===== config.mk =====
export PLATFORM = sky130hd
export DESIGN_NAME = bsc_switchover_ctrl
export DESIGN_NICKNAME = d
export VERILOG_FILES = /design/src/verilog/bsc_pkg.sv /design/src/verilog/bsc_slow_tick.sv /design/src/verilog/bsc_irq_pulse.sv /design/src/verilog/bsc_switchover_ctrl.sv
export SDC_FILE = /design/constraint.sdc
export NUM_CORES = 1
export LEC_CHECK = 0
export ABC_AREA = 0
export BUFFER_PORTS_ARGS = -buffer_cell sky130_fd_sc_hd__buf_2
export CORE_ASPECT_RATIO = 0.7
export CORE_UTILIZATION = 58
export DETAILED_ROUTE_END_ITERATION = 6
export HOLD_SLACK_MARGIN = 0.03
export PLACE_DENSITY = 0.84
export SLEW_MARGIN = 20
export SYNTH_ARGS = -nofsm -noshare
export SYNTH_HDL_FRONTEND = slang
export SYNTH_HIERARCHICAL = 1
export SYNTH_SLANG_ARGS = --single-unit

===== constraint.sdc =====
create_clock -name clock -period 2.9 [get_ports clock]
set_input_delay 0.58 -clock clock [delete_from_list [all_inputs] [get_ports clock]]
set_output_delay 0.58 -clock clock [all_outputs]
set_load 0.02 [all_outputs]

===== src/verilog/bsc_pkg.sv =====
// constants shared by the supply switch-over controller files
package bsc_pkg;

  // register addresses on the documented register port
  localparam logic [7:0] ADDR_CTL   = 8'h26;
  localparam logic [7:0] ADDR_FLAGS = 8'h2b;

  // switch-over control register field positions
  localparam int CTL_THRESH_BIT  = 0;
  localparam int CTL_POLICY_LO   = 1;
  localparam int CTL_POLICY_HI   = 2;
  localparam int CTL_REFRESH_BIT = 3;
  localparam int CTL_DISABLE_BIT = 4;

  // flags register: position of the switch-over flag
  localparam int FLAG_SWITCH_BIT = 5;

  // reset values of the control fields
  localparam logic       THRESH_RST  = 1'b0;
  localparam logic [1:0] POLICY_RST  = 2'h0;
  localparam logic       REFRESH_RST = 1'b0;
  localparam logic       DISABLE_RST = 1'b0;

  // switching policies
  typedef enum logic [1:0] {
    BSC_POL_THRESH = 2'h0,  // battery when below threshold
    BSC_POL_BATT   = 2'h1,  // battery when below battery voltage
    BSC_POL_HIGHER = 2'h2,  // battery when below the higher of both
    BSC_POL_LOWER  = 2'h3   // battery when below the lower of both
  } bsc_policy_t;

  // timestamp pin modes
  localparam logic [1:0] TS_OFF      = 2'h0;
  localparam logic [1:0] TS_OUT_IRQ  = 2'h1;
  localparam logic [1:0] TS_OUT_CLK  = 2'h2;
  localparam logic [1:0] TS_IN       = 2'h3;

  // slow release clock for interrupt pulses
  localparam int CLOCK_HZ     = 100_000_000;
  localparam int SLOW_TICK_HZ = 128;
  localparam int SLOW_DIV     = CLOCK_HZ / SLOW_TICK_HZ;

endpackage : bsc_pkg


===== src/verilog/bsc_slow_tick.sv =====
// divider that makes the one-cycle slow tick for pulse release
`timescale 1ns/100ps
module bsc_slow_tick #(
  parameter int DIV = bsc_pkg::SLOW_DIV  // clock cycles per tick
) (
  input  wire logic clock,  // system clock
  input  wire logic srst,   // synchronous reset
  output logic      tick    // one-cycle pulse every DIV cycles
);

  typedef struct packed {
    logic [31:0] count;
    logic        tick;
  } bsc_tick_state_t;

  bsc_tick_state_t state;
  bsc_tick_state_t next_state;

  // free-running count; tick on wrap
  always_comb begin
    next_state      = state;
    next_state.tick = 1'b0;
    if (state.count == 32'(DIV - 1)) begin
      next_state.count = 32'h0;
      next_state.tick  = 1'b1;
    end else begin
      next_state.count = state.count + 32'h1;
    end
  end

  always_ff @(posedge clock) begin
    if (srst) begin
      state <= '0;
    end else begin
      state <= next_state;
    end
  end

  assign tick = state.tick;

endmodule : bsc_slow_tick


===== src/verilog/bsc_irq_pulse.sv =====
// interrupt pulse held until the second slow tick after its start
`timescale 1ns/100ps
module bsc_irq_pulse (
  input  wire logic clock,   // system clock
  input  wire logic srst,    // synchronous reset
  input  wire logic tick,    // slow release tick
  input  wire logic fire,    // start or restart the pulse
  input  wire logic abort,   // flag cleared: cut the pulse short
  output logic      active   // pulse level, active high
);

  typedef struct packed {
    logic active;
    logic seen_tick;
  } bsc_pulse_state_t;

  bsc_pulse_state_t state;
  bsc_pulse_state_t next_state;

  // tick is unrelated to the event, so length is one to two periods
  always_comb begin
    next_state = state;
    if (fire) begin
      next_state.active    = 1'b1;
      next_state.seen_tick = 1'b0;
    end else if (abort) begin
      next_state.active    = 1'b0;
      next_state.seen_tick = 1'b0;
    end else if (state.active && tick) begin
      if (state.seen_tick) begin
        next_state.active    = 1'b0;
        next_state.seen_tick = 1'b0;
      end else begin
        next_state.seen_tick = 1'b1;
      end
    end
  end

  always_ff @(posedge clock) begin
    if (srst) begin
      state <= '0;
    end else begin
      state <= next_state;
    end
  end

  assign active = state.active;

endmodule : bsc_irq_pulse


===== src/verilog/bsc_switchover_ctrl.sv =====
// supply switch-over controller: source select, flag, irq and pin gating
//
// How it works
// - source changes automatically from comparator inputs, policy and disable bit only.
// - policy field bits 2:1, reset 00; 00 threshold, 01 battery compare.
// - policy 10: battery when supply below the higher of both levels.
// - policy 11: battery when supply below the lower of both levels.
// - each main-to-battery transition sets the switch-over flag.
// - flag readable only on main supply; register port dead on battery.
// - enabled battery transition gives a pulse or a static low level.
// - enabled return to main supply can give an interrupt pulse.
// - on battery host bus pins ignored and clock output pin floats.
// - on battery timestamp pin output functions off, pin floats.
// - on battery timestamp digital input is ignored.
// - timestamp switch detection works on main and on battery.
// - on battery primary irq pin keeps irq and indication, no clock.
// - control bit 4 set disables switch-over; reset value 0.
// - control bit 0 picks the threshold: 0 lower, 1 higher.
// - the switch-over flag stays set until software clears it.
// - enabled pulse on every switch-over, flag cleared or not.
// - pulse ends on the slow clock or on a flag clear, lasting at most two of its periods.
`timescale 1ns/100ps
module bsc_switchover_ctrl #(
  parameter int SLOW_DIV = bsc_pkg::SLOW_DIV  // cycles per 128 Hz tick
) (
  input  wire logic       clock,               // always-on clock
  input  wire logic       srst,                // power-on reset, sync
  // comparator results, already synchronous
  input  wire logic       above_threshold,     // supply above threshold
  input  wire logic       above_battery,       // supply above battery
  // register port of the host bus
  input  wire logic [7:0] reg_addr,            // register address
  input  wire logic [7:0] reg_wdata,           // write data
  input  wire logic       reg_wr,              // write strobe
  input  wire logic       reg_rd,              // read strobe
  output logic      [7:0] reg_rdata,           // read data, next cycle
  output logic            reg_rvalid,          // read data valid pulse
  // interrupt configuration from the interrupt control block
  input  wire logic       irq_en_to_battery,   // irq on switch to battery
  input  wire logic       irq_en_to_main,      // irq on switch to main
  input  wire logic       irq_level_mode,      // 1 static level, 0 pulse
  input  wire logic       irq_pin_batt_ind,    // pin shows battery mode
  input  wire logic       irq_pin_clk_mode,    // pin shows clock output
  input  wire logic       other_irq_n,         // other irq sources, low
  input  wire logic       secondary_irq_n,     // secondary irq data, low
  // clock output
  input  wire logic       clk_src,             // selected output clock
  input  wire logic       clkout_enable,       // clock pin enabled
  // timestamp pin
  input  wire logic [1:0] ts_mode,             // pin io mode
  input  wire logic       timestamp_pin_i,     // pin level in
  input  wire logic       ts_switch_i,         // switch detector level
  // status and pins
  output logic            on_battery,          // running from battery
  output logic            switchover_flag,     // sticky flag
  output logic            threshold_select,    // to comparator
  output logic            switchover_refresh_rate, // to comparator
  output logic            host_bus_enable,     // host pins are listened to
  output logic            primary_irq_pin_o,   // primary irq pin out
  output logic            primary_irq_pin_oe,  // primary irq pin drive
  output logic            clkout_pin_o,        // clock pin out
  output logic            clkout_pin_oe,       // clock pin drive
  output logic            timestamp_pin_o,     // timestamp pin out
  output logic            timestamp_pin_oe,    // timestamp pin drive
  output logic            ts_input_level,      // gated digital input
  output logic            ts_switch_level      // switch detector level
);

  typedef struct packed {
    logic              thresh;
    bsc_pkg::bsc_policy_t policy;
    logic              refresh;
    logic              disable_sw;
    logic              flag;
    logic              batt;
    logic [7:0]        rdata;
    logic              rvalid;
    logic              irq_o;
    logic              irq_oe;
    logic              clk_o;
    logic              clk_oe;
    logic              ts_o;
    logic              ts_oe;
    logic              ts_in;
    logic              ts_sw;
  } bsc_state_t;

  bsc_state_t state;
  bsc_state_t next_state;

  logic slow_tick;
  logic pulse_active;
  logic want_batt;
  logic to_batt;
  logic to_main;
  logic fire;
  logic flag_clear;
  logic bus_live;
  logic irq_low;

  // slow tick releases interrupt pulses
  bsc_slow_tick #(
    .DIV (SLOW_DIV)
  ) u_tick (
    .clock (clock),
    .srst  (srst),
    .tick  (slow_tick)
  );

  // pulse generator, cut short when the flag is cleared
  bsc_irq_pulse u_pulse (
    .clock  (clock),
    .srst   (srst),
    .tick   (slow_tick),
    .fire   (fire),
    .abort  (flag_clear),
    .active (pulse_active)
  );

  // policy decode of the two comparator results
  always_comb begin
    unique case (state.policy)
      bsc_pkg::BSC_POL_THRESH: want_batt = !above_threshold;
      bsc_pkg::BSC_POL_BATT:   want_batt = !above_battery;
      // below the higher of the two means below either one
      bsc_pkg::BSC_POL_HIGHER: begin
        want_batt = !(above_threshold && above_battery);
      end
      // below the lower of the two means below both
      bsc_pkg::BSC_POL_LOWER: begin
        want_batt = !(above_threshold || above_battery);
      end
    endcase
    if (state.disable_sw) begin
      want_batt = 1'b0;
    end
  end

  // transition events; software reaches the source through policy and disable bits, and through the threshold bit via the comparator
  assign to_batt = want_batt && !state.batt;
  assign to_main = !want_batt && state.batt;
  // pulse on either direction, whatever the flag holds
  assign fire = (to_batt && irq_en_to_battery) ||
                (to_main && irq_en_to_main);

  // host port is dead while the main domain is down
  assign bus_live   = !state.batt;
  assign flag_clear = bus_live && reg_wr && (reg_addr == bsc_pkg::ADDR_FLAGS)
                      && !reg_wdata[bsc_pkg::FLAG_SWITCH_BIT];

  // active-low interrupt demand from this block and the others
  always_comb begin
    if (irq_level_mode) begin
      irq_low = state.flag && irq_en_to_battery;
    end else begin
      irq_low = pulse_active;
    end
    irq_low = irq_low || !other_irq_n;
  end

  // next state: registers, flag, source and pins
  always_comb begin
    next_state        = state;
    next_state.rvalid = 1'b0;
    next_state.batt   = want_batt;

    // register writes only while on the main supply
    if (bus_live && reg_wr && reg_addr == bsc_pkg::ADDR_CTL) begin
      next_state.thresh  = reg_wdata[bsc_pkg::CTL_THRESH_BIT];
      next_state.policy  = bsc_pkg::bsc_policy_t'(
        reg_wdata[bsc_pkg::CTL_POLICY_HI:bsc_pkg::CTL_POLICY_LO]);
      // refresh bit is stored as written; software keeps it at 0
      next_state.refresh = reg_wdata[bsc_pkg::CTL_REFRESH_BIT];
      next_state.disable_sw = reg_wdata[bsc_pkg::CTL_DISABLE_BIT];
    end

    // sticky flag: write 0 clears, a new switch wins over the clear
    if (flag_clear) begin
      next_state.flag = 1'b0;
    end
    if (to_batt) begin
      next_state.flag = 1'b1;
    end

    // reads answer one cycle later; unmapped reads give zero
    if (bus_live && reg_rd) begin
      next_state.rvalid = 1'b1;
      next_state.rdata  = 8'h00;
      if (reg_addr == bsc_pkg::ADDR_CTL) begin
        next_state.rdata[bsc_pkg::CTL_THRESH_BIT]  = state.thresh;
        next_state.rdata[bsc_pkg::CTL_POLICY_HI:bsc_pkg::CTL_POLICY_LO] =
          state.policy;
        next_state.rdata[bsc_pkg::CTL_REFRESH_BIT] = state.refresh;
        next_state.rdata[bsc_pkg::CTL_DISABLE_BIT] = state.disable_sw;
      end else if (reg_addr == bsc_pkg::ADDR_FLAGS) begin
        next_state.rdata[bsc_pkg::FLAG_SWITCH_BIT] = state.flag;
      end
    end

    // primary irq pin: indicator, then clock (main only), then irq
    if (irq_pin_batt_ind) begin
      next_state.irq_o  = 1'b0;
      next_state.irq_oe = want_batt;
    end else if (irq_pin_clk_mode && !want_batt) begin
      next_state.irq_o  = clk_src;
      next_state.irq_oe = 1'b1;
    end else begin
      // open-drain style: only ever pulls low
      next_state.irq_o  = 1'b0;
      next_state.irq_oe = irq_low;
    end

    // clock output floats on battery
    next_state.clk_o  = clk_src;
    next_state.clk_oe = clkout_enable && !want_batt;

    // timestamp pin output functions need the main domain
    next_state.ts_o  = 1'b0;
    next_state.ts_oe = 1'b0;
    if (!want_batt && ts_mode == bsc_pkg::TS_OUT_IRQ) begin
      next_state.ts_o  = secondary_irq_n;
      next_state.ts_oe = 1'b1;
    end else if (!want_batt && ts_mode == bsc_pkg::TS_OUT_CLK) begin
      next_state.ts_o  = clk_src;
      next_state.ts_oe = 1'b1;
    end

    // digital input ignored on battery, so a floating pin is harmless
    next_state.ts_in = (ts_mode == bsc_pkg::TS_IN) && !want_batt &&
                       timestamp_pin_i;
    // switch detector sits in the always-on domain
    next_state.ts_sw = ts_switch_i;
  end

  // state register
  always_ff @(posedge clock) begin
    if (srst) begin
      next_state_reset : begin
        state            <= '0;
        state.thresh     <= bsc_pkg::THRESH_RST;
        state.policy     <= bsc_pkg::bsc_policy_t'(bsc_pkg::POLICY_RST);
        state.refresh    <= bsc_pkg::REFRESH_RST;
        state.disable_sw <= bsc_pkg::DISABLE_RST;
      end
    end else begin
      state <= next_state;
    end
  end

  // outputs straight from the state register
  assign reg_rdata               = state.rdata;
  assign reg_rvalid              = state.rvalid;
  assign on_battery              = state.batt;
  assign switchover_flag         = state.flag;
  assign threshold_select        = state.thresh;
  assign switchover_refresh_rate = state.refresh;
  assign host_bus_enable         = !state.batt;
  assign primary_irq_pin_o       = state.irq_o;
  assign primary_irq_pin_oe      = state.irq_oe;
  assign clkout_pin_o            = state.clk_o;
  assign clkout_pin_oe           = state.clk_oe;
  assign timestamp_pin_o         = state.ts_o;
  assign timestamp_pin_oe        = state.ts_oe;
  assign ts_input_level          = state.ts_in;
  assign ts_switch_level         = state.ts_sw;

endmodule : bsc_switchover_ctrl


-- After elaboration in Yosys (flattened, before gate mapping)
Index checks and enable logic that the tools add are counted.
- register bits: 57
- output and inout port bits: 22
- input port bits: 35
- logic and storage cells: 87
- reductions and logical operators: 37
- bitwise operators: 1
- equality and inequality tests: 9
- mux-type cells: 19
- $add $sub $neg: 1
- operators with widths (kind ; number):
    $add A32 B1 Y32 const B ; 1
    $eq A32 B20 Y1 const B ; 1
    $logic_and A1 B1 Y1 ; 18
    $eq A8 B6 Y1 const B ; 2
    $mux W1 ; 12
    $mux W2 ; 5
    $eq A2 B2 Y1 const B ; 4
    $logic_not A1 Y1 ; 8
    $reduce_bool A3 Y1 ; 2
    $reduce_or A3 Y1 ; 2
    $mux W5 ; 1
    $eq A2 B1 Y1 const B ; 2
    $pmux W1 S4 ; 1
    $logic_or A1 B1 Y1 ; 3
    $logic_not A2 Y1 ; 1
    $reduce_and A2 Y1 ; 1
    $reduce_bool A2 Y1 ; 1
    $reduce_or A2 Y1 ; 1
    $not A1 Y1 ; 1

-- Depth between registers and ports, before layout
- depth after elaboration: 10
- mapped depth: 7

-- Hierarchy
Netlist, hierarchy kept.
- by module, submodules not included (module ; instances ; area an instance (um^2) ; cells an instance):
    bsc_slow_tick ; 1 ; 1620.3 ; 187
    bsc_switchover_ctrl ; 1 ; 963.4 ; 108
    bsc_irq_pulse ; 1 ; 82.6 ; 9

-- Worst setup path before layout
Ideal clock, no wire load.
- path type: reg2reg
- start point: register u_tick/state[4] in the netlist's numbering
- end point: register u_tick/state[28] in the netlist's numbering
- slack: 0.991 ns
- arrival: 1.839 ns
- period minus slack after synthesis: 1.909 ns
- stages on the path, launching flop included: 6
- path buffers: 1
- path through: dfxtp_1 -> nand4_4 -> or4_4 -> buf_6 -> or4_1 -> a21oi_1
- longest elaborated chain between the ends: 2
- elaborated cells on any way between the ends: 3
- RTL lines (item ; line ; RTL):
    from (decl) ; bsc_slow_tick.sv:16 ; bsc_tick_state_t state;
    from (signal assigned) ; bsc_slow_tick.sv:35 ; state <= next_state;
    branches (longest 2 deep; another with $add A32 B1 Y32) ; n/a ;
Parallel ways; which one is timed is not known.
A chain may end at the register's enable or synchronous reset.

-- Worst setup path after layout
- start point: register u_tick/state[1] in the netlist's numbering
- end point: register u_tick/state[10] in the netlist's numbering
The elaborated chain is that of the path after synthesis.

==> run metrics <==
Clk Latency, worst-skew pair 0.33 ns; simple logic cell fraction of the synthesized area 31.8%; cell area power density 506 mW/mm^2; initial DRC count 152; Via Count 2,447; post-synthesis xor/xnor area fraction 4.60%; Worst Setup SP u_tick/state[1]; Compound-Gate Fraction of Synth Area 12.4%; area growth from synthesis to layout 15.7%; clock share of power 41.8%; Pre-antenna DRT Iters 4; ys async rst share 0%; fin cells 412; vias in the first global route 2,209; ys flop type dfxtp_1; Sink Count 57; Die Y 58.7 um; Max-Slew Margin vs Limit 56.5%; setup repair after global routing missed its margin false; total CTS buffers 9; pre-CTS WS 0.798 ns; CP endpoint kind flop; DRC errors left 0; Clock Tree Buf Depth 2; hold buffer count at CTS 0; highest clock rate 467 MHz; Cell Chain, Critical Path ha_1 > nor4b_1 > nand4_1 > o31ai_4 > buf_4 > nor2_1; FF-to-FF Start u_tick/state[1]; count of different cell masters after synthesis 49; Tmin final 2.14 ns; Largest register FFs 32; Post-synth EDFFs 0; Yosys reg bits 57; Startpoint Class flop; Sw Share 23.8%; Seq pwr share 51.5%; GP Congestion 0.869; Post-Syn Area 0.00267 mm^2; # placed instances 396; Antenna diodes 0; max-slew violations 0; # H-tree levels 3; nets 389; CTS tree done; skew final 0.00685 ns; Chip Width 83.0 um; P_leak 0.00116 uW; num ports 57; Pint 1190 uW; Core Rows 20; Clock transition at path regs 0.06 ns; hold depth 2; first-pass GRT wire length 10,100 um; flop2flop setup slack 0.76 ns; status finished clean; endpoints failing hold 0; antenna violation net count after detailed routing 0; most common cell after layout, fill and taps aside dfxtp_1; initial antenna violation count 0; layout cells sized above 1 22.4%; CP arrival 2.35 ns; Worst path slowest cell o31ai_4; P_sw 371 uW; slowest stage delay, CP 0.42 ns; most frequent cells in the layout dfxtp_1 (57), buf_2 (52), nor2_1 (29); detailed-placement wirelength estimate 4090 um; post-CTS setup buffers 0; Max rail drop VDD 0.390 mV; worst-margin pin slew 0.647 ns; final setup TNS 0 ns; vias per std cell 5.94; post_cts resized 0; remaining global-route overflow 0; Max Cap Viol 0; wire length per cell 14.4 um; adder-cell share of the synthesized area 0.939%; multiplexer share of the synthesized area 1.88%; final wirelength 5930 um; crit path kind flop to flop; Avg Cell Area, Syn 8.77 um^2; Setup-failing EPs final 0; Gate Count Post-Synth 304; fin crit share 73.8%; largest reg by FF count u_tick/state; Core Region 0.00438 mm^2; largest net degree at the start of global routing 28; Worst EP required 3.11 ns; Seq/Total Area, Yosys 42.8%; input/output buffers 52; Clock Root Buffer clkbuf_8; Initial Utilization 60.9%; worst reg2reg endpoint u_tick/state[10]; Critical Path End u_tick/state[10]; gr usage total 26.8%; R2R depth 6; die area 0.00488 mm^2; total number of yosys warnings 6; post-route setup slack 0.759 ns; Max FO, Critical Path 25; part of the power in combinational logic 6.7%; largest family of logic cells by synthesized area simple AND/OR/NAND/NOR gates; worst min-delay path category input pin to flop
-- power by group through the flow --
stage          Combinational [uW]  Clock (uW)  Sequential (uW)
6_report                      104         654              804
5_1_grt                       116         709              806
4_1_cts                       105         671              804
3_5_place_dp                  104           0              822
3_3_place_gp                  101           0              821
2_1_floorplan                50.3           0              829
-- cells in the mapped netlist, drive strengths merged (2+ instances only) --
cell	count	area (um^2)
a211oi	2	15.0
a21oi	24	120
a31oi	3	18.8
and2	4	25.0
and3	5	33.8
and4	4	35.0
buf	13	98.8
clkbuf	5	18.8
dfxtp	57	1140
ha	2	25.0
inv	7	26.3
mux2i	5	50.1
nand2	20	75.1
nand2b	5	38.8
nand3	16	80.1
nand4	11	83.8
nand4b	2	17.5
nor2	29	109
nor2b	3	18.8
nor3	7	35.0
nor4	8	56.3
nor4b	2	17.5
o21ai	8	40.0
o31ai	14	105
or2	2	12.5
or3	8	52.6
or4	14	113
xnor2	11	96.3
xor2	3	26.3
-- critical path: cells and delay by family (launching register included) --
kind            cells  cell delay, ns
compound gates      1            0.42
fa+ha+maj           1            0.17
buf+inv             1            0.35
flops               1            0.37
simple gates        3            0.70
-- through the flow --
stage | util, % | hold WS [ns] | total power, uW | area (um^2)
after floorplan | - | 0.432 | 880 | 2670
after global placement | 66.5 | 0.437 | 922 | 2910
after detailed placement | 66.5 | 0.442 | 925 | 2910
after CTS | 70.4 | 0.423 | 1580 | 3080
after global routing | 70.4 | 0.431 | 1630 | 3080
final | 70.4 | 0.442 | 1560 | 3080
-- worst min path at each step --
stage,startpoint,to
6_report,irq_pin_batt_ind,primary_irq_pin_o
3_3_place_gp,reg_rdata[4],reg_rdata[4]
4_1_cts,irq_pin_batt_ind,primary_irq_pin_o
5_1_grt,irq_pin_batt_ind,primary_irq_pin_o
2_1_floorplan,reg_rdata[2],reg_rdata[2]
3_5_place_dp,reg_rdata[4],reg_rdata[4]
-- layer usage --
metal,vias up,wire (um),GRT usage [%]
li1,1210,-,-
met1,1145,2750,35.1
met2,88,2710,41.8
met3,4,432,9.40
met4,0,41,8.87
met5,-,0,0
-- cell type report --
cell class / instances / area (um^2)
fill: 356 / 1290
multi-input combinational: 223 / 1400
tap: 55 / 68.8
timing repair buffer: 54 / 275
clock inverter: 3 / 15.0
inverter: 7 / 26.3
clock buffer: 13 / 159
sequential: 57 / 1140
-- kinds of logic after synthesis --
group           after synthesis
buf+inv                      25
simple gates                145
compound gates               55
flops                        57
xor+xnor                     14
mux                           5
fa+ha+maj                     2
other cells                   1
Note: power is estimated with default switching activity, not from simulation.
